<file path="src/hdl/tgc_pkg.sv">
// constants for the gated / capture-compare timer block
// assumes a 32-bit avalon-mm slave port, byte addressed
package tgc_pkg;
    // register byte offsets
    localparam logic [4:0] TGC_CTRL_ADDR = 5'h00;
    localparam logic [4:0] TGC_COUNT_ADDR = 5'h04;
    localparam logic [4:0] TGC_RELOAD_ADDR = 5'h08;
    localparam logic [4:0] TGC_CAPTURE_ADDR = 5'h0c;
    localparam logic [4:0] TGC_STATUS_ADDR = 5'h10;
    localparam logic [4:0] TGC_MASK_ADDR = 5'h14;
    // timer_control_one field positions
    localparam int TGC_CTRL_EN_BIT = 0;
    localparam int TGC_CTRL_MODE_LSB = 1;
    localparam int TGC_CTRL_POL_BIT = 3;
    localparam int TGC_CTRL_PRE_LSB = 4;
    localparam int TGC_CTRL_OUTEN_BIT = 7;
    localparam int TGC_CTRL_ICS_LSB = 8;
    localparam int TGC_CTRL_CAPFLAG_BIT = 10;
    // mode encodings
    localparam logic [1:0] TGC_MODE_COMPARE = 2'h0;
    localparam logic [1:0] TGC_MODE_GATED = 2'h1;
    localparam logic [1:0] TGC_MODE_CAPCMP = 2'h2;
    // interrupt_cause_select encodings
    localparam logic [1:0] TGC_ICS_BOTH = 2'h0;
    localparam logic [1:0] TGC_ICS_INPUT = 2'h1;
    localparam logic [1:0] TGC_ICS_RELOAD = 2'h2;
    // status / mask bit positions
    localparam int TGC_ST_RELOAD_BIT = 0;
    localparam int TGC_ST_DEASSERT_BIT = 1;
    localparam int TGC_ST_CAPTURE_BIT = 2;
    localparam int TGC_ST_W = 3;
    // reset and restart values
    localparam logic [15:0] TGC_COUNT_RST = 16'h0000;
    localparam logic [15:0] TGC_RELOAD_RST = 16'hffff;
    localparam logic [15:0] TGC_RESTART_COUNT = 16'h0001;
    localparam logic [2:0] TGC_MASK_RST = 3'h0;
    localparam logic [2:0] TGC_PRE_RST = 3'h0;
    localparam logic [1:0] TGC_MODE_RST = 2'h0;
    localparam logic [1:0] TGC_ICS_RST = 2'h0;
endpackage : tgc_pkg

</file>
<file path="src/hdl/tgc_prescale.sv">
// prescaler: one tick every 2**sel clocks while run is high
// assumes sel is steady while run is high
`timescale 1ns/1ns
module tgc_prescale (
    // clock and reset
    input wire logic clk,
    input wire logic reset_n,
    // control
    input wire logic run,
    input wire logic [2:0] sel,
    // tick out
    output logic tick
);
    typedef struct packed {
        logic [6:0] cnt;
    } tgc_pre_t;

    tgc_pre_t st_ff;
    tgc_pre_t nxt_st;
    logic [6:0] limit;

    assign limit = 7'((8'h01 << sel) - 8'h01);
    assign tick = run && (st_ff.cnt == limit);

    always_comb begin
        nxt_st = st_ff;
        // restart when stopped so a fresh run gets a full period
        if (!run || tick) begin
            nxt_st.cnt = 7'h00;
        end else begin
            nxt_st.cnt = st_ff.cnt + 7'h01;
        end
    end

    always_ff @(posedge clk or negedge reset_n) begin
        if (!reset_n) begin
            st_ff <= '0;
        end else begin
            st_ff <= nxt_st;
        end
    end
endmodule : tgc_prescale

</file>
<file path="src/hdl/tgc_sync.sv">
// two flip-flop synchroniser for one level
// assumes d may change at any time relative to clk
`timescale 1ns/1ns
module tgc_sync (
    // clock and reset
    input wire logic clk,
    input wire logic reset_n,
    // level in and out
    input wire logic d,
    output logic q
);
    typedef struct packed {
        logic meta;
        logic stable;
    } tgc_sync_t;

    tgc_sync_t st_ff;
    tgc_sync_t nxt_st;

    always_comb begin
        nxt_st.meta = d;
        nxt_st.stable = st_ff.meta;
    end

    always_ff @(posedge clk or negedge reset_n) begin
        if (!reset_n) begin
            st_ff <= '0;
        end else begin
            st_ff <= nxt_st;
        end
    end

    assign q = st_ff.stable;
endmodule : tgc_sync

</file>
<file path="src/hdl/tgc_timer.sv">
// 16-bit timer: compare, gated and capture/compare modes, avalon-mm registers
// assumes timer_in is asynchronous; bus master keeps its request until waitrequest is low
//
// Chosen here: the Avalon-MM register port and the address map.
`timescale 1ns/1ns
module tgc_timer (
    // clock and reset
    input wire logic core_clk,
    input wire logic reset_n,
    // avalon-mm slave
    input wire logic [4:0] avs_address,
    input wire logic avs_read,
    input wire logic avs_write,
    input wire logic [31:0] avs_writedata,
    input wire logic [3:0] avs_byteenable,
    output logic [31:0] avs_readdata,
    output logic avs_waitrequest,
    // timer pins
    input wire logic timer_in,
    output logic timer_out,
    output logic timer_out_oe,
    // interrupt
    output logic irq
);
    import tgc_pkg::*;

    typedef struct packed {
        logic en;
        logic [1:0] mode;
        logic pol;
        logic [2:0] pre;
        logic out_en;
        logic [1:0] ics;
        logic cap_flag;
        logic [15:0] count;
        logic [15:0] reload;
        logic [15:0] capture;
        logic [TGC_ST_W-1:0] status;
        logic [TGC_ST_W-1:0] mask;
        logic started;
        logic in_prev;
        logic out;
        logic waitreq;
        logic [31:0] rdata;
        logic irq;
    } tgc_state_t;

    tgc_state_t st_ff;
    tgc_state_t nxt_st;

    logic in_sync;
    logic tick;
    logic run;
    logic active;
    logic sel_edge;
    logic deassert_ev;
    logic at_reload;
    logic cap_ev;
    logic bus_done;
    logic wr_ctrl;
    logic wr_count;
    logic wr_reload;
    logic wr_mask;
    logic [TGC_ST_W-1:0] rd_clr;
    logic [TGC_ST_W-1:0] ev;
    logic allow_input;
    logic allow_reload;

    tgc_sync u_sync (
        .clk(core_clk),
        .reset_n(reset_n),
        .d(timer_in),
        .q(in_sync)
    );

    tgc_prescale u_pre (
        .clk(core_clk),
        .reset_n(reset_n),
        .run(run),
        .sel(st_ff.pre),
        .tick(tick)
    );

    assign active = (in_sync == st_ff.pol);
    assign sel_edge = st_ff.pol ? (in_sync && !st_ff.in_prev) : (!in_sync && st_ff.in_prev);
    // prescaler runs only while enabled and allowed by mode
    assign run = st_ff.en
        && ((st_ff.mode != TGC_MODE_GATED) || active)
        && ((st_ff.mode != TGC_MODE_CAPCMP) || st_ff.started);
    // deassertion seen only while enabled in gated mode
    assign deassert_ev = st_ff.en && (st_ff.mode == TGC_MODE_GATED)
        && (st_ff.in_prev == st_ff.pol) && (in_sync != st_ff.pol);
    assign cap_ev = st_ff.en && (st_ff.mode == TGC_MODE_CAPCMP) && st_ff.started && sel_edge;
    // capture wins over a reload match in the same cycle
    assign at_reload = tick && (st_ff.count == st_ff.reload) && !cap_ev;

    // cause select gates which events post
    assign allow_input = (st_ff.ics != TGC_ICS_RELOAD);
    assign allow_reload = (st_ff.ics != TGC_ICS_INPUT);
    always_comb begin
        ev = '0;
        ev[TGC_ST_RELOAD_BIT] = at_reload && allow_reload;
        ev[TGC_ST_DEASSERT_BIT] = deassert_ev && allow_input;
        ev[TGC_ST_CAPTURE_BIT] = cap_ev && allow_input;
    end

    assign bus_done = (avs_read || avs_write) && !st_ff.waitreq;
    assign wr_ctrl = bus_done && avs_write && (avs_address == TGC_CTRL_ADDR);
    assign wr_count = bus_done && avs_write && (avs_address == TGC_COUNT_ADDR);
    assign wr_reload = bus_done && avs_write && (avs_address == TGC_RELOAD_ADDR);
    assign wr_mask = bus_done && avs_write && (avs_address == TGC_MASK_ADDR);
    // clear only what the read returned, so a later event is not lost
    assign rd_clr = (bus_done && avs_read && (avs_address == TGC_STATUS_ADDR))
        ? st_ff.rdata[TGC_ST_W-1:0] : '0;

    function automatic logic [15:0] merge16(input logic [15:0] old, input logic [31:0] wd, input logic [3:0] be);
        logic [15:0] r;
        r = old;
        if (be[0]) begin
            r[7:0] = wd[7:0];
        end
        if (be[1]) begin
            r[15:8] = wd[15:8];
        end
        return r;
    endfunction : merge16

    always_comb begin
        nxt_st = st_ff;
        nxt_st.in_prev = in_sync;

        // counting
        if (st_ff.en) begin
            case (st_ff.mode)
                TGC_MODE_GATED: begin
                    // reload restarts at 0001, start count only once
                    if (at_reload) begin
                        nxt_st.count = TGC_RESTART_COUNT;
                    end else if (tick) begin
                        nxt_st.count = st_ff.count + 16'h0001;
                    end
                end
                TGC_MODE_CAPCMP: begin
                    if (!st_ff.started) begin
                        // first selected edge only arms the counter
                        nxt_st.started = sel_edge;
                    end else if (cap_ev) begin
                        nxt_st.capture = st_ff.count;
                        nxt_st.count = TGC_RESTART_COUNT;
                        nxt_st.cap_flag = 1'b1;
                    end else if (at_reload) begin
                        // compare match clears the cause flag
                        nxt_st.count = TGC_RESTART_COUNT;
                        nxt_st.cap_flag = 1'b0;
                    end else if (tick) begin
                        nxt_st.count = st_ff.count + 16'h0001;
                    end
                end
                default: begin
                    // compare mode free runs on the prescaler tick
                    if (tick) begin
                        nxt_st.count = st_ff.count + 16'h0001;
                    end
                end
            endcase
        end else begin
            nxt_st.started = 1'b0;
        end

        if (at_reload && st_ff.out_en) begin
            nxt_st.out = !st_ff.out;
        end

        // sticky status, set wins over read clear
        nxt_st.status = (st_ff.status & ~rd_clr) | ev;

        // register writes
        if (wr_ctrl) begin
            if (avs_byteenable[0]) begin
                nxt_st.en = avs_writedata[TGC_CTRL_EN_BIT];
                nxt_st.mode = avs_writedata[TGC_CTRL_MODE_LSB +: 2];
                nxt_st.pol = avs_writedata[TGC_CTRL_POL_BIT];
                nxt_st.pre = avs_writedata[TGC_CTRL_PRE_LSB +: 3];
                nxt_st.out_en = avs_writedata[TGC_CTRL_OUTEN_BIT];
            end
            if (avs_byteenable[1]) begin
                nxt_st.ics = avs_writedata[TGC_CTRL_ICS_LSB +: 2];
            end
        end
        if (wr_count) begin
            nxt_st.count = merge16(st_ff.count, avs_writedata, avs_byteenable);
        end
        if (wr_reload) begin
            nxt_st.reload = merge16(st_ff.reload, avs_writedata, avs_byteenable);
        end
        if (wr_mask && avs_byteenable[0]) begin
            nxt_st.mask = avs_writedata[TGC_ST_W-1:0];
        end

        // one wait cycle per access; read data set up during it
        nxt_st.waitreq = !((avs_read || avs_write) && st_ff.waitreq);
        if (avs_read && st_ff.waitreq) begin
            nxt_st.rdata = '0;
            case (avs_address)
                TGC_CTRL_ADDR: begin
                    nxt_st.rdata[TGC_CTRL_EN_BIT] = st_ff.en;
                    nxt_st.rdata[TGC_CTRL_MODE_LSB +: 2] = st_ff.mode;
                    nxt_st.rdata[TGC_CTRL_POL_BIT] = st_ff.pol;
                    nxt_st.rdata[TGC_CTRL_PRE_LSB +: 3] = st_ff.pre;
                    nxt_st.rdata[TGC_CTRL_OUTEN_BIT] = st_ff.out_en;
                    nxt_st.rdata[TGC_CTRL_ICS_LSB +: 2] = st_ff.ics;
                    nxt_st.rdata[TGC_CTRL_CAPFLAG_BIT] = st_ff.cap_flag;
                end
                TGC_COUNT_ADDR: begin
                    nxt_st.rdata[15:0] = st_ff.count;
                end
                TGC_RELOAD_ADDR: begin
                    nxt_st.rdata[15:0] = st_ff.reload;
                end
                TGC_CAPTURE_ADDR: begin
                    nxt_st.rdata[15:0] = st_ff.capture;
                end
                TGC_STATUS_ADDR: begin
                    nxt_st.rdata[TGC_ST_W-1:0] = st_ff.status;
                end
                TGC_MASK_ADDR: begin
                    nxt_st.rdata[TGC_ST_W-1:0] = st_ff.mask;
                end
                default: begin
                    nxt_st.rdata = '0;
                end
            endcase
        end

        // next mask too, so a mask write never leaves irq a cycle behind
        nxt_st.irq = |(nxt_st.status & nxt_st.mask);
    end

    always_ff @(posedge core_clk or negedge reset_n) begin
        if (!reset_n) begin
            st_ff <= '0;
            st_ff.mode <= TGC_MODE_RST;
            st_ff.pre <= TGC_PRE_RST;
            st_ff.ics <= TGC_ICS_RST;
            st_ff.count <= TGC_COUNT_RST;
            st_ff.reload <= TGC_RELOAD_RST;
            st_ff.mask <= TGC_MASK_RST;
            st_ff.waitreq <= 1'b1;
        end else begin
            st_ff <= nxt_st;
        end
    end

    assign avs_readdata = st_ff.rdata;
    assign avs_waitrequest = st_ff.waitreq;
    assign timer_out = st_ff.out;
    assign timer_out_oe = st_ff.out_en;
    assign irq = st_ff.irq;
endmodule : tgc_timer

</file>
<file path="config.mk">
export PLATFORM = sky130hd
export DESIGN_NAME = tgc_timer
export DESIGN_NICKNAME = d
export VERILOG_FILES = /design/src/hdl/tgc_pkg.sv /design/src/hdl/tgc_prescale.sv /design/src/hdl/tgc_sync.sv /design/src/hdl/tgc_timer.sv
export SDC_FILE = /design/constraint.sdc
export NUM_CORES = 1
export LEC_CHECK = 0
export BUFFER_PORTS_ARGS = -buffer_cell sky130_fd_sc_hd__buf_2
export CELL_PAD_IN_SITES_DETAIL_PLACEMENT = 0
export CELL_PAD_IN_SITES_GLOBAL_PLACEMENT = 1
export CORE_MARGIN = 3
export CORE_UTILIZATION = 50
export CTS_BUF_LIST = sky130_fd_sc_hd__clkbuf_2 sky130_fd_sc_hd__clkbuf_4 sky130_fd_sc_hd__clkbuf_8
export CTS_CLUSTER_SIZE = 24
export DETAILED_ROUTE_END_ITERATION = 8
export HOLD_SLACK_MARGIN = 0.03
export PLACE_DENSITY = 0.89
export SYNTH_ARGS = -nofsm -noshare
export SYNTH_HDL_FRONTEND = slang
export SYNTH_SLANG_ARGS = --single-unit
</file>
<file path="constraint.sdc">
create_clock -name core_clk -period 5.98 [get_ports core_clk]
set_input_delay 0.299 -clock core_clk [delete_from_list [all_inputs] [get_ports core_clk]]
set_output_delay 0.299 -clock core_clk [all_outputs]
set_load 0.01 [all_outputs]
</file>
Word level (Yosys, flattened, before mapping)
Cells that the tools add are included.
{"block": "totals", "elab_cells": 122, "out_inout_bits": 36, "reg_bits": 95, "input_bits": 46}
{"block": "classes", "n_shift": 1, "bitwise_logic": 4, "addsub": 3, "mux": 20, "eq_ne": 20, "n_reduce_logical": 51}
{"operator": "$mux 16", "n": 5}
{"operator": "$pmux 16 s2", "n": 1}
{"operator": "$pmux 8 s4", "n": 1}
{"operator": "$logic_and 1x1->1", "n": 28}
{"operator": "$pmux 3 s6", "n": 1}
{"operator": "$mux 17", "n": 1}
{"operator": "$add 16x1->16 const B", "n": 1}
{"operator": "$eq 16x16->1", "n": 1}
{"operator": "$mux 8", "n": 2}
{"operator": "$pmux 5 s3", "n": 1}
{"operator": "$eq 5x4->1 const B", "n": 2}
{"operator": "$eq 5x5->1 const B", "n": 2}
{"operator": "$ne 2x2->1 const B", "n": 4}
{"operator": "$reduce_and 2->1", "n": 4}
{"operator": "$reduce_and 4->1", "n": 2}
{"operator": "$add 7x1->7 const B", "n": 1}
{"operator": "$eq 7x7->1", "n": 1}
{"operator": "$logic_not 1->1", "n": 7}
{"operator": "$mux 7", "n": 1}
{"operator": "$shl 1x3->7 const A", "n": 1}
{"operator": "$sub 7x1->7 const B", "n": 1}
{"operator": "$and 3x3->3", "n": 2}
{"operator": "$mux 3", "n": 2}
{"operator": "$ne 2x1->1 const B", "n": 3}
{"operator": "other kinds (14)", "n": 24}

Logic depth before layout (Yosys ltp)
Gate-level depths: netlist of the first run.
{"block": "logic_depth", "ltp_word": 13, "ltp_mapped": 10, "mapped_depth_nobuf": 9}

By module
Synthesis of the first run repeated with hierarchy kept, for this count alone.
{"block": "unflattened", "cells_unflattened": 574, "hier_area_um2": 5452.7}
{"module": "tgc_timer", "cells_per_inst": 518, "seq_area_each_um2": 2173.3, "area_per_inst_um2": 4894.7, "instances": 1}
{"module": "tgc_prescale", "cells_per_inst": 54, "seq_area_each_um2": 175.2, "area_per_inst_um2": 508.0, "instances": 1}
{"module": "tgc_sync", "cells_per_inst": 2, "seq_area_each_um2": 50.0, "area_per_inst_um2": 50.0, "instances": 1}

Worst setup path after synthesis of the first run
No wires, ideal clock.
{"block": "synth_path", "path_type": "reg-to-reg", "startpoint": "reg st_ff[97] in the netlist's numbering", "endpoint": "reg st_ff[90] in the netlist's numbering", "required_ps": 5900, "period_less_slack_ps": 2265, "n_path_buf": 1, "arrival_ps": 2185, "path_stages_with_launch": 9, "path_slack_ps": 3715, "setup_ps": 80, "path_cell_list": "dfrtp_1 -> buf_6 -> or4_4 -> nor2_2 -> or2_4 -> o211ai_4 -> or3_1 -> or3_1 -> o211ai_2"}
{"block": "synth_between", "elab_chain_len": 12}
{"element": "start: declaration", "line_no": "tgc_timer.sv:48", "rtl": "tgc_state_t st_ff;"}
{"element": "start signal: assignment", "line_no": "tgc_timer.sv:250", "rtl": "st_ff <= nxt_st;"}
{"element": "$shl 1x3->7 (*)", "line_no": "tgc_prescale.sv:22", "rtl": "assign limit = 7'((8'h01 << sel) - 8'h01);"}
{"element": "$sub 7x1->7 (*)", "line_no": "tgc_prescale.sv:22"}
{"element": "$eq 7x7->1 (*)", "line_no": "tgc_prescale.sv:23", "rtl": "assign tick = run && (st_ff.cnt == limit);"}
{"element": "$logic_and 1x1->1 (*)", "line_no": "tgc_prescale.sv:23"}
{"element": "$logic_and 1x1->1 (2 in a row)", "line_no": "tgc_timer.sv:95", "rtl": "assign at_reload = tick && (st_ff.count == st_ff.reload) && !cap_ev;"}
{"element": "$mux 16", "line_no": "tgc_timer.sv:151", "rtl": "end else if (at_reload) begin"}
{"element": "$mux 17", "line_no": "tgc_timer.sv:147", "rtl": "end else if (cap_ev) begin"}
{"element": "$mux 16", "line_no": "tgc_timer.sv:144", "rtl": "if (!st_ff.started) begin"}
{"element": "$pmux 16 s2 (*)", "line_no": "tgc_timer.sv:134", "rtl": "case (st_ff.mode)"}
{"element": "$mux 16 (*)", "line_no": "tgc_timer.sv:133", "rtl": "if (st_ff.en) begin"}
{"element": "$mux 16 (*)", "line_no": "tgc_timer.sv:190", "rtl": "if (wr_count) begin"}
Mark *: on every way between the ends. The rest lies on a longest branch, timed or not. The select of a mux whose other input is x is not followed.
A chain may end at the register's enable or synchronous reset.

==> metrics.json, run 1 <==
{
  "dr_wl_cell": {"value": 18.7, "unit": "um"},
  "hold_viol_final": {"value": 0},
  "cts.repair_timing.setup_buffer_count": {"value": 0},
  "fp-row-count": {"value": 37},
  "layout.cells.non_filler": {"value": 674},
  "placedCellCount": {"value": 657},
  "finalNetCount": {"value": 583},
  "area_leader_netlist": {"value": "sky130_fd_sc_hd__dfrtp_1"},
  "tritoncts_num_sinks": {"value": 95},
  "grt_max_degree": {"value": 57},
  "remaining_routing_drc_violations": {"value": 0},
  "critical_path_peak_fanout": {"value": 10},
  "setup_total_negative_slack": {"value": 0, "unit": "ns"},
  "synth-edff-count": {"value": 0},
  "critPathRequiredTime": {"value": 6.23, "unit": "ns"},
  "synth-main-ff-cell": {"value": "sky130_fd_sc_hd__dfrtp_1"},
  "clock_skew": {"value": 0.00922, "unit": "ns"},
  "critical_path_class": {"value": "reg2reg"},
  "setup_viol": {"value": 0},
  "worstSetupStartpointType": {"value": "flip-flop"},
  "outcome": {"value": "finished clean"},
  "postSynth.asyncResetShare": {"value": 100, "unit": "%"},
  "worst_hold_slack": {"value": 0.0450, "unit": "ns"},
  "min-delay-path-class": {"value": "in2reg"},
  "synth_area_leaders": {"value": "sky130_fd_sc_hd__dfrtp_1 36%, sky130_fd_sc_hd__mux2_2 9.6%, sky130_fd_sc_hd__dfstp_2 8.3%"},
  "dr.pass1.iters": {"value": 5},
  "static-leakage-power": {"value": 2.57, "unit": "nW"},
  "die-area": {"value": 12100, "unit": "um2"},
  "synthesis.area_per_instance": {"value": 10.5, "unit": "um2"},
  "globalRouteOverflowTotal": {"value": 0},
  "period_share": {"value": 49.6, "unit": "%"},
  "total_of_warnings_raised_by_yosys": {"value": 0},
  "hpwlAfterDp": {"value": 9240, "unit": "um"},
  "cts_tree": {"value": "done"},
  "routability_congestion_estimate_from_global_placement": {"value": 0.862},
  "final.setup.worst_slack": {"value": 3.02, "unit": "ns"},
  "clk-insertion-delay-late": {"value": 0.36, "unit": "ns"},
  "ioPinCount": {"value": 82},
  "seq_total_area_yosys": {"value": 44.4, "unit": "%"},
  "cap_violations": {"value": 0},
  "number_of_antenna_violations_at_the_first_check_in_global_routing": {"value": 0},
  "maximum_vdd_drop": {"value": 0.124, "unit": "mV"},
  "diode_count": {"value": 0},
  "globalRouteTotalUtil": {"value": 21.9, "unit": "%"},
  "cts_buffers": {"value": 9},
  "worst-slew-pin-transition": {"value": 1.11, "unit": "ns"},
  "power.density_cell_area": {"value": 239, "unit": "nW/um2"},
  "synth.most_common_cell": {"value": "sky130_fd_sc_hd__dfrtp_1"},
  "route.detailed.vias_per_inst": {"value": 6.01},
  "syn_area": {"value": 5400, "unit": "um2"},
  "post_detailed_route_count_of_antenna_violating_nets": {"value": 0},
  "synth.lib_cells_used.distinct": {"value": 64},
  "io_buffers": {"value": 47},
  "grt_pass1_wl": {"value": 20300, "unit": "um"},
  "timing.max_slew.rel_slack": {"value": 25.9, "unit": "%"},
  "first_global_vias": {"value": 3821},
  "num_vias": {"value": 4049},
  "achievable-frequency": {"value": 337, "unit": "MHz"},
  "clk_pin_slew_worst_paths": {"value": 0.09, "unit": "ns"},
  "core": {"value": 10400, "unit": "um2"},
  "cts_max_path_buffers": {"value": 2},
  "wirelength": {"value": 12600, "unit": "um"},
  "post-synth-top-area-fraction": {"value": 36.2, "unit": "%"},
  "dr.first_iter.drc_count": {"value": 362},
  "netlist_instances": {"value": 513},
  "synth.ff_latch_count": {"value": 95},
  "rsz0062_at_grt": {"value": "no"},
  "cp_data_arrival_time": {"value": 3.22, "unit": "ns"},
  "drive_gt1_share": {"value": 28.1, "unit": "%"},
  "cts.root.buffer_cell": {"value": "sky130_fd_sc_hd__clkbuf_8"},
  "worstSetupEndpointType": {"value": "flip-flop"},
  "final_period_minus_worst_setup_slack": {"value": 2.96, "unit": "ns"},
  "drv_slew": {"value": 0},
  "die_y": {"value": 110, "unit": "um"},
  "floorplan.initialDensity": {"value": 51.8, "unit": "%"},
  "htree_num_levels": {"value": 3},
  "syn_to_final_growth": {"value": 6.26, "unit": "%"},
  "netlist_top_cells_count": {"value": "78 x sky130_fd_sc_hd__dfrtp_1, 46 x sky130_fd_sc_hd__mux2_2, 44 x sky130_fd_sc_hd__nand2_1"},
  "die_width": {"value": 110, "unit": "um"},
  "place_worst_setup_slack": {"value": 2.75, "unit": "ns"}
}
-- logic make-up after synthesis --
kind of cell,after synthesis,synth area share (%)
compound gates,107,14.1
xor+xnor,26,4.22
fa+ha+maj,4,0.927
buf+inv,68,7.23
flops,95,44.4
mux,59,13.9
other cells,1,0.0695
simple gates,153,15.2
-- path summary, 6_finish.rpt --
| path | to | cells after the start | startpoint | slack (ns) |
|---|---|---|---|---|
| setup / recovery | irq$_DFF_PN0_ | 8 | st_ff[99]$_DFFE_PN0P_ | 3.02 |
| hold / removal | u_sync.nxt_st[0]$_DFF_PN0_ | 1 | timer_in | 0.05 |
| setup reg to reg | irq$_DFF_PN0_ | 8 | st_ff[99]$_DFFE_PN0P_ | 3.02 |
| hold reg to reg | u_sync.q$_DFF_PN0_ | 0 | u_sync.nxt_st[0]$_DFF_PN0_ | 0.40 |
| max in group asynchronous | avs_readdata[8]$_DFFE_PN0P_ | 3 | reset_n | 4.41 |
| min in group asynchronous | avs_readdata[14]$_DFFE_PN0P_ | 2 | reset_n | 0.45 |
-- report_power, final --
group          total [W]  switching (W)  internal (W)
clock network   0.000407       0.000218      0.000189
registers       0.000740      0.0000541      0.000686
logic           0.000222       0.000129     0.0000935
total            0.00137       0.000401      0.000969
-- stage by stage --
stage,instance area (um2),total power (W),util (%)
after floorplan,5450,0.000902,-
final,5730,0.00137,55.1
after global routing,5730,0.00144,55.1
after global placement,5530,0.000963,53.1
after CTS,5730,0.00138,55.1
after detailed placement,5530,0.000971,53.1
-- cell type report --
type,instances,area (um2)
Clock buffer,14,174
Multi-Input combinational cell,365,2660
Sequential cell,95,2400
Clock inverter,2,16.3
Inverter,11,41.3
Fill cell,912,4680
Timing Repair Buffer,51,270
Tap cell,136,170
-- cells in the final DEF, fill, tap and decap left out, types with 11 or more instances in the layout --
cell                       instances
sky130_fd_sc_hd__dfrtp_1          78
sky130_fd_sc_hd__mux2_2           46
sky130_fd_sc_hd__buf_2            46
sky130_fd_sc_hd__nand2_1          44
sky130_fd_sc_hd__o21ai_0          26
sky130_fd_sc_hd__a21oi_1          21
sky130_fd_sc_hd__nand3_1          19
sky130_fd_sc_hd__xor2_1           19
sky130_fd_sc_hd__dfstp_2          17
sky130_fd_sc_hd__nor2_1           16
sky130_fd_sc_hd__conb_1           16
sky130_fd_sc_hd__and3_1           12
sky130_fd_sc_hd__a22oi_1          12
sky130_fd_sc_hd__inv_1            11
sky130_fd_sc_hd__a22o_1           11
sky130_fd_sc_hd__clkbuf_8         11
-- worst max-delay path, stage by stage, from the launching register on --
cell                      delay (ns)
sky130_fd_sc_hd__dfrtp_1        0.43
sky130_fd_sc_hd__inv_1          0.07
sky130_fd_sc_hd__ha_1           0.24
sky130_fd_sc_hd__nand3_1        0.16
sky130_fd_sc_hd__a21oi_1        0.89
sky130_fd_sc_hd__buf_4          0.34
sky130_fd_sc_hd__nor3_1         0.13
sky130_fd_sc_hd__a22o_1         0.25
sky130_fd_sc_hd__a221o_1        0.35
-- state kept, by name (all words and copies together), names as in the netlist --
name and count:
avs_readdata 16, u_pre.st_ff 7, irq 1, u_sync.nxt_st 1, avs_waitrequest 1, timer_out_oe 1
timer_out 1, u_sync.q 1, st_ff 66
-- timing repair --
item | CTS | global route
endpoints found under the hold margin | 31 | 0
resized for setup | 0 | 0
hold buffers | 1 | 0
setup endpoints to repair | 0 | 0
-- layer usage --
metal	vias to the layer above	routed length [um]	GRT usage, %
met1	2021	5690	30.9
met4	0	189	7.48
met2	139	6000	34.7
met3	16	718	3.05
li1	1873	-	-
met5	-	0	0
No activity file was read; power rests on OpenSTA's default activity.
==> inputs of run 2 (changes only) <==
Settings changed: CORE_UTILIZATION 50 to 46, PLACE_DENSITY 0.89 to 0.83.
Clock period 5.98 ns to 3.1 ns, I/O delays scaled along.
==> metrics.json, run 2 (synthesis results as in run 1) <==
{
  "fin_total_pwr": {"value": 0.00289, "unit": "W"},
  "setup_total_negative_slack": {"value": 0, "unit": "ns"},
  "dr.first_iter.drc_count": {"value": 333},
  "min-delay-path-class": {"value": "in2reg"},
  "cap_violations": {"value": 0},
  "core": {"value": 11100, "unit": "um2"},
  "routability_congestion_estimate_from_global_placement": {"value": 0.919},
  "syn_to_final_growth": {"value": 9.97, "unit": "%"},
  "route.detailed.vias_per_inst": {"value": 5.91},
  "cp_data_arrival_time": {"value": 2.89, "unit": "ns"},
  "ioPinCount": {"value": 82},
  "wirelength": {"value": 13100, "unit": "um"},
  "largest_reg_flops": {"value": 66},
  "postCtsResizedCells": {"value": 0},
  "place_worst_setup_slack": {"value": 0.529, "unit": "ns"},
  "period_share": {"value": 84.1, "unit": "%"},
  "achievable-frequency": {"value": 383, "unit": "MHz"},
  "final.setup.worst_slack": {"value": 0.492, "unit": "ns"},
  "hold_viol_final": {"value": 0},
  "critPathRequiredTime": {"value": 3.38, "unit": "ns"},
  "globalRouteTotalUtil": {"value": 21.2, "unit": "%"},
  "grt_pass1_wl": {"value": 21500, "unit": "um"},
  "worstSetupStartpointType": {"value": "flip-flop"},
  "outcome": {"value": "finished clean"},
  "diode_count": {"value": 0},
  "postPlaceCellArea": {"value": 5620, "unit": "um2"},
  "dr.pass1.iters": {"value": 5},
  "drive_gt1_share": {"value": 29.2, "unit": "%"},
  "finalNetCount": {"value": 599},
  "clk-insertion-delay-late": {"value": 0.37, "unit": "ns"},
  "dr_wl_cell": {"value": 18.8, "unit": "um"},
  "fp-row-count": {"value": 38},
  "cts.repair_timing.setup_buffer_count": {"value": 0},
  "final_period_minus_worst_setup_slack": {"value": 2.61, "unit": "ns"},
  "tritoncts_num_sinks": {"value": 95},
  "rsz0062_at_grt": {"value": "no"},
  "cts_tree": {"value": "done"},
  "die_width": {"value": 114, "unit": "um"},
  "hpwlAfterDp": {"value": 9580, "unit": "um"},
  "multiInputGateArea": {"value": 2660, "unit": "um2"},
  "clock_skew": {"value": 0.0150, "unit": "ns"},
  "critical_path_class": {"value": "reg2reg"},
  "worst-slew-pin-transition": {"value": 0.708, "unit": "ns"},
  "num-fill-cells": {"value": 998},
  "remaining_routing_drc_violations": {"value": 0},
  "drv_slew": {"value": 0},
  "die_y": {"value": 114, "unit": "um"},
  "worst_hold_slack": {"value": 0.0453, "unit": "ns"},
  "static-leakage-power": {"value": 2.67, "unit": "nW"},
  "regArea": {"value": 2400, "unit": "um2"},
  "cts_max_path_buffers": {"value": 2},
  "floorplan.initialDensity": {"value": 48.5, "unit": "%"},
  "cts_buffers": {"value": 9},
  "power.density_cell_area": {"value": 487, "unit": "nW/um2"},
  "setup_viol": {"value": 0},
  "clk_pin_slew_worst_paths": {"value": 0.10, "unit": "ns"},
  "max_flop_register": {"value": "st_ff"},
  "most-common-layout-cells": {"value": "78 x sky130_fd_sc_hd__dfrtp_1, 46 x sky130_fd_sc_hd__mux2_2, 46 x sky130_fd_sc_hd__buf_2, 44 x sky130_fd_sc_hd__nand2_1, 26 x sky130_fd_sc_hd__o21ai_0"},
  "globalRouteOverflowTotal": {"value": 0},
  "first_global_vias": {"value": 4009},
  "timing.max_slew.rel_slack": {"value": 52.8, "unit": "%"},
  "htree_num_levels": {"value": 3},
  "worstSetupEndpointType": {"value": "flip-flop"},
  "critical_path_peak_fanout": {"value": 11},
  "post_cts_hold_buffer_count": {"value": 6},
  "post_detailed_route_count_of_antenna_violating_nets": {"value": 0},
  "number_of_antenna_violations_at_the_first_check_in_global_routing": {"value": 0},
  "maximum_vdd_drop": {"value": 0.246, "unit": "mV"},
  "cts.root.buffer_cell": {"value": "sky130_fd_sc_hd__clkbuf_8"},
  "most_common_cell_after_layout_fill_and_taps_aside": {"value": "sky130_fd_sc_hd__dfrtp_1"},
  "grt_max_degree": {"value": 56},
  "num_vias": {"value": 4103},
  "io_buffers": {"value": 47},
  "die-area": {"value": 13100, "unit": "um2"},
  "final_design_area_no_fill": {"value": 5930, "unit": "um2"}
}
==> run 2: critical path, stage by stage (launching register included) <==
cell                       delay (ns)
sky130_fd_sc_hd__dfrtp_1         0.41
sky130_fd_sc_hd__inv_1           0.06
sky130_fd_sc_hd__ha_1            0.25
sky130_fd_sc_hd__nand3_1         0.16
sky130_fd_sc_hd__nand2b_1        0.42
sky130_fd_sc_hd__a211oi_1        0.20
sky130_fd_sc_hd__a31oi_2         0.48
sky130_fd_sc_hd__nand2_1         0.28
sky130_fd_sc_hd__o211ai_1        0.26
==> run 2: worst paths after layout <==
kind / from / end / cells after the start / slack (ns)
setup / recovery: st_ff[99]$_DFFE_PN0P_ / st_ff[85]$_DFFE_PN0P_ / 8 / 0.49
hold / removal: avs_writedata[12] / st_ff[71]$_DFFE_PN1P_ / 2 / 0.05
setup reg to reg: st_ff[99]$_DFFE_PN0P_ / st_ff[85]$_DFFE_PN0P_ / 8 / 0.49
hold reg to reg: u_sync.nxt_st[0]$_DFF_PN0_ / u_sync.q$_DFF_PN0_ / 0 / 0.36
max in group asynchronous: reset_n / st_ff[67]$_DFFE_PN1P_ / 3 / 1.90
min in group asynchronous: reset_n / u_pre.st_ff[1]$_DFF_PN0_ / 2 / 0.37
==> run 2: power breakdown <==
group          switching [W]  internal [W]  leakage [nW]
combinational       0.000253      0.000192          1.35
clock               0.000458      0.000562         0.123
sequential          0.000100       0.00132          1.20
total               0.000811       0.00208          2.67
==> run 2: routing by layer <==
layer	track usage [%]	routed length [um]	vias to the layer above
met5	0	0	-
met4	8.55	306	0
met3	3.01	637	24
met2	33.2	6220	127
met1	29.7	5910	2042
li1	-	-	1910
==> run 2: metrics by stage <==
stage / util (%) / std cells
3_3_place_gp: 50.5 / 672
6_report: 53.3 / 694
3_5_place_dp: 50.5 / 672
4_1_cts: 53.3 / 694
2_1_floorplan: - / 528
5_1_grt: 53.3 / 694
==> run 2: cell type report <==
| cell class | instances | area share, % |
|---|---|---|
| clock buffer | 10 | 2.32 |
| clock inverter | 6 | 1.94 |
| inverter | 11 | 0.696 |
| multi-input combinational | 365 | 44.9 |
| sequential | 95 | 40.4 |
| tap | 140 | 2.95 |
| timing repair buffer | 67 | 6.79 |
==> inputs of run 3 (changes only) <==
Settings changed: CORE_UTILIZATION 46 to 42, PLACE_DENSITY 0.83 to 0.8.
Clock period 3.1 ns to 2.25 ns, I/O delays scaled along.
==> metrics.json, run 3 (synthesis results as in run 1) <==
{
  "fp-row-count": {"value": 40},
  "remaining_routing_drc_violations": {"value": 0},
  "dr.first_iter.drc_count": {"value": 407},
  "clock_skew": {"value": 0.0120, "unit": "ns"},
  "most-common-layout-cells": {"value": "79 x sky130_fd_sc_hd__buf_4, 75 x sky130_fd_sc_hd__dfrtp_1, 46 x sky130_fd_sc_hd__mux2_2, 46 x sky130_fd_sc_hd__buf_2, 42 x sky130_fd_sc_hd__nand2_1"},
  "diode_count": {"value": 0},
  "regArea": {"value": 2400, "unit": "um2"},
  "cp-startpoint": {"value": "u_sync.q$_DFF_PN0_"},
  "cts.root.buffer_cell": {"value": "sky130_fd_sc_hd__clkbuf_8"},
  "worstSetupStartpointType": {"value": "flip-flop"},
  "min-delay-path-class": {"value": "in2reg"},
  "post_detailed_route_count_of_antenna_violating_nets": {"value": 0},
  "r2r_cells": {"value": 8},
  "drv_slew": {"value": 0},
  "critical_path.slowest_cell": {"value": "sky130_fd_sc_hd__a211oi_2"},
  "timing.max_slew.rel_slack": {"value": 65.9, "unit": "%"},
  "routability_congestion_estimate_from_global_placement": {"value": 0.929},
  "holdPathEnd": {"value": "st_ff[100]$_DFFE_PN0P_"},
  "critical_path_peak_fanout": {"value": 6},
  "ioPinCount": {"value": 82},
  "cts_max_path_buffers": {"value": 2},
  "outcome": {"value": "complete, but fails checks"},
  "path_depth": {"value": 8},
  "die_y": {"value": 119, "unit": "um"},
  "dr_wl_cell": {"value": 18.2, "unit": "um"},
  "drive_gt1_share": {"value": 40.2, "unit": "%"},
  "final.setup.worst_slack": {"value": -0.0693, "unit": "ns"},
  "placedCellCount": {"value": 759},
  "worstSetupEndpointType": {"value": "flip-flop"},
  "tritoncts_num_sinks": {"value": 95},
  "period_share": {"value": 103, "unit": "%"},
  "clk-insertion-delay-late": {"value": 0.39, "unit": "ns"},
  "clk_pin_slew_worst_paths": {"value": 0.10, "unit": "ns"},
  "hold_viol_final": {"value": 0},
  "cap_violations": {"value": 0},
  "finalNetCount": {"value": 680},
  "maximum_vdd_drop": {"value": 0.258, "unit": "mV"},
  "critPathRequiredTime": {"value": 2.54, "unit": "ns"},
  "dr.pass1.iters": {"value": 6},
  "most_common_cell_after_layout_fill_and_taps_aside": {"value": "sky130_fd_sc_hd__buf_4"},
  "hpwlAfterDp": {"value": 10700, "unit": "um"},
  "floorplan.initialDensity": {"value": 44.0, "unit": "%"},
  "cts_buffers": {"value": 9},
  "power.density_cell_area": {"value": 576, "unit": "nW/um2"},
  "failed_checks": {"value": "setup timing"},
  "crit_path_max_incr_delay": {"value": 0.53, "unit": "ns"},
  "htree_num_levels": {"value": 3},
  "cts_tree": {"value": "done"},
  "path_cells": {"value": "or3b_1, nand2_1, nand2b_1, a211oi_2, a311oi_2, buf_4, o211ai_1, nand2_1"},
  "final_period_minus_worst_setup_slack": {"value": 2.32, "unit": "ns"},
  "rsz0062_at_grt": {"value": "yes"},
  "die_width": {"value": 119, "unit": "um"},
  "die-area": {"value": 14200, "unit": "um2"},
  "globalRouteOverflowTotal": {"value": 0},
  "number_of_antenna_violations_at_the_first_check_in_global_routing": {"value": 0},
  "min_from": {"value": "avs_writedata[2]"},
  "worst-slew-pin-transition": {"value": 0.510, "unit": "ns"},
  "setup_total_negative_slack": {"value": -0.346, "unit": "ns"},
  "worst_hold_slack": {"value": 0.0542, "unit": "ns"},
  "num-fill-cells": {"value": 1071},
  "globalRouteTotalUtil": {"value": 21.1, "unit": "%"},
  "syn_to_final_growth": {"value": 24.5, "unit": "%"},
  "wirelength": {"value": 14700, "unit": "um"},
  "min_path_cells": {"value": 2},
  "static-leakage-power": {"value": 3.05, "unit": "nW"},
  "num_vias": {"value": 4441},
  "layout.cells.non_filler": {"value": 803},
  "setup_viol": {"value": 14},
  "fin_total_pwr": {"value": 0.00387, "unit": "W"},
  "worstReg2RegStart": {"value": "u_sync.q$_DFF_PN0_"},
  "critical_path_class": {"value": "reg2reg"},
  "critical_path_buf_inv_count": {"value": 1},
  "cp_common_cell": {"value": "sky130_fd_sc_hd__nand2_1"},
  "max_flop_register": {"value": "st_ff"},
  "achievable-frequency": {"value": 431, "unit": "MHz"},
  "grt_max_degree": {"value": 62},
  "largest_reg_flops": {"value": 66},
  "grt_pass1_wl": {"value": 23500, "unit": "um"},
  "io_buffers": {"value": 47},
  "cp_data_arrival_time": {"value": 2.61, "unit": "ns"},
  "multiInputGateArea": {"value": 2830, "unit": "um2"},
  "core": {"value": 12300, "unit": "um2"},
  "r2r_setup_slack": {"value": -0.07, "unit": "ns"},
  "worstReg2RegEnd": {"value": "st_ff[79]$_DFFE_PN0P_"},
  "critical_path.top_delay_family": {"value": "compound AO/OA/AOI/OAI gates"},
  "first_global_vias": {"value": 4362},
  "route.detailed.vias_per_inst": {"value": 5.53}
}
-- run 3: worst reg2reg max path: stages, from the launching register on --
cell	delay [ns]
sky130_fd_sc_hd__dfrtp_1	0.45
sky130_fd_sc_hd__or3b_1	0.40
sky130_fd_sc_hd__nand2_1	0.11
sky130_fd_sc_hd__nand2b_1	0.18
sky130_fd_sc_hd__a211oi_2	0.53
sky130_fd_sc_hd__a311oi_2	0.13
sky130_fd_sc_hd__buf_4	0.20
sky130_fd_sc_hd__o211ai_1	0.16
sky130_fd_sc_hd__nand2_1	0.07
-- run 3: final cells by class --
type                    count  area share [%]
inverters                  11           0.615
flip-flops and latches     95            35.8
well taps                 168            3.13
repair buffers            147            15.7
clock inverters             6           0.708
clock buffers              10            1.96
multi-input cells         366            42.1
-- run 3: stage by stage --
stage	worst slack [ns]	instance area, um2	util (%)
final	-0.0693	6720	54.8
after global routing	-0.208	6720	54.8
after CTS	-0.00290	6610	53.9
after detailed placement	-0.250	6110	49.8
after global placement	-0.231	6110	49.8
after floorplan	-0.00196	5450	-
-- run 3: how the worst max path moves through the flow --
stage	to	slack [ns]
CTS	st_ff[79]$_DFFE_PN0P_	-0.003
floorplan	st_ff[90]$_DFFE_PN0P_	-0.002
global route	st_ff[79]$_DFFE_PN0P_	-0.21
detailed placement	st_ff[85]$_DFFE_PN0P_	-0.25
finish	st_ff[79]$_DFFE_PN0P_	-0.07
global placement	st_ff[85]$_DFFE_PN0P_	-0.23
-- run 3: repair_timing --
action	4_1_cts	5_1_grt
resized for setup	18	20
hold buffers	18	0
setup endpoints to repair	17	18
pin swaps	13	17
hold endpoints to repair	66	0
gates cloned	1	0
setup buffers	3	6
-- run 3: routing by layer --
metal	track usage (%)	wire [um]
met1	27.8	6370
met2	34.9	7140
met3	3.80	840
met4	7.87	304
met5	0	0
-- run 3: where the power goes --
group	internal, W	total (W)	switching, W
sequential	0.00182	0.00191	0.0000865
combinational	0.000412	0.000895	0.000483
clock	0.000419	0.00106	0.000642
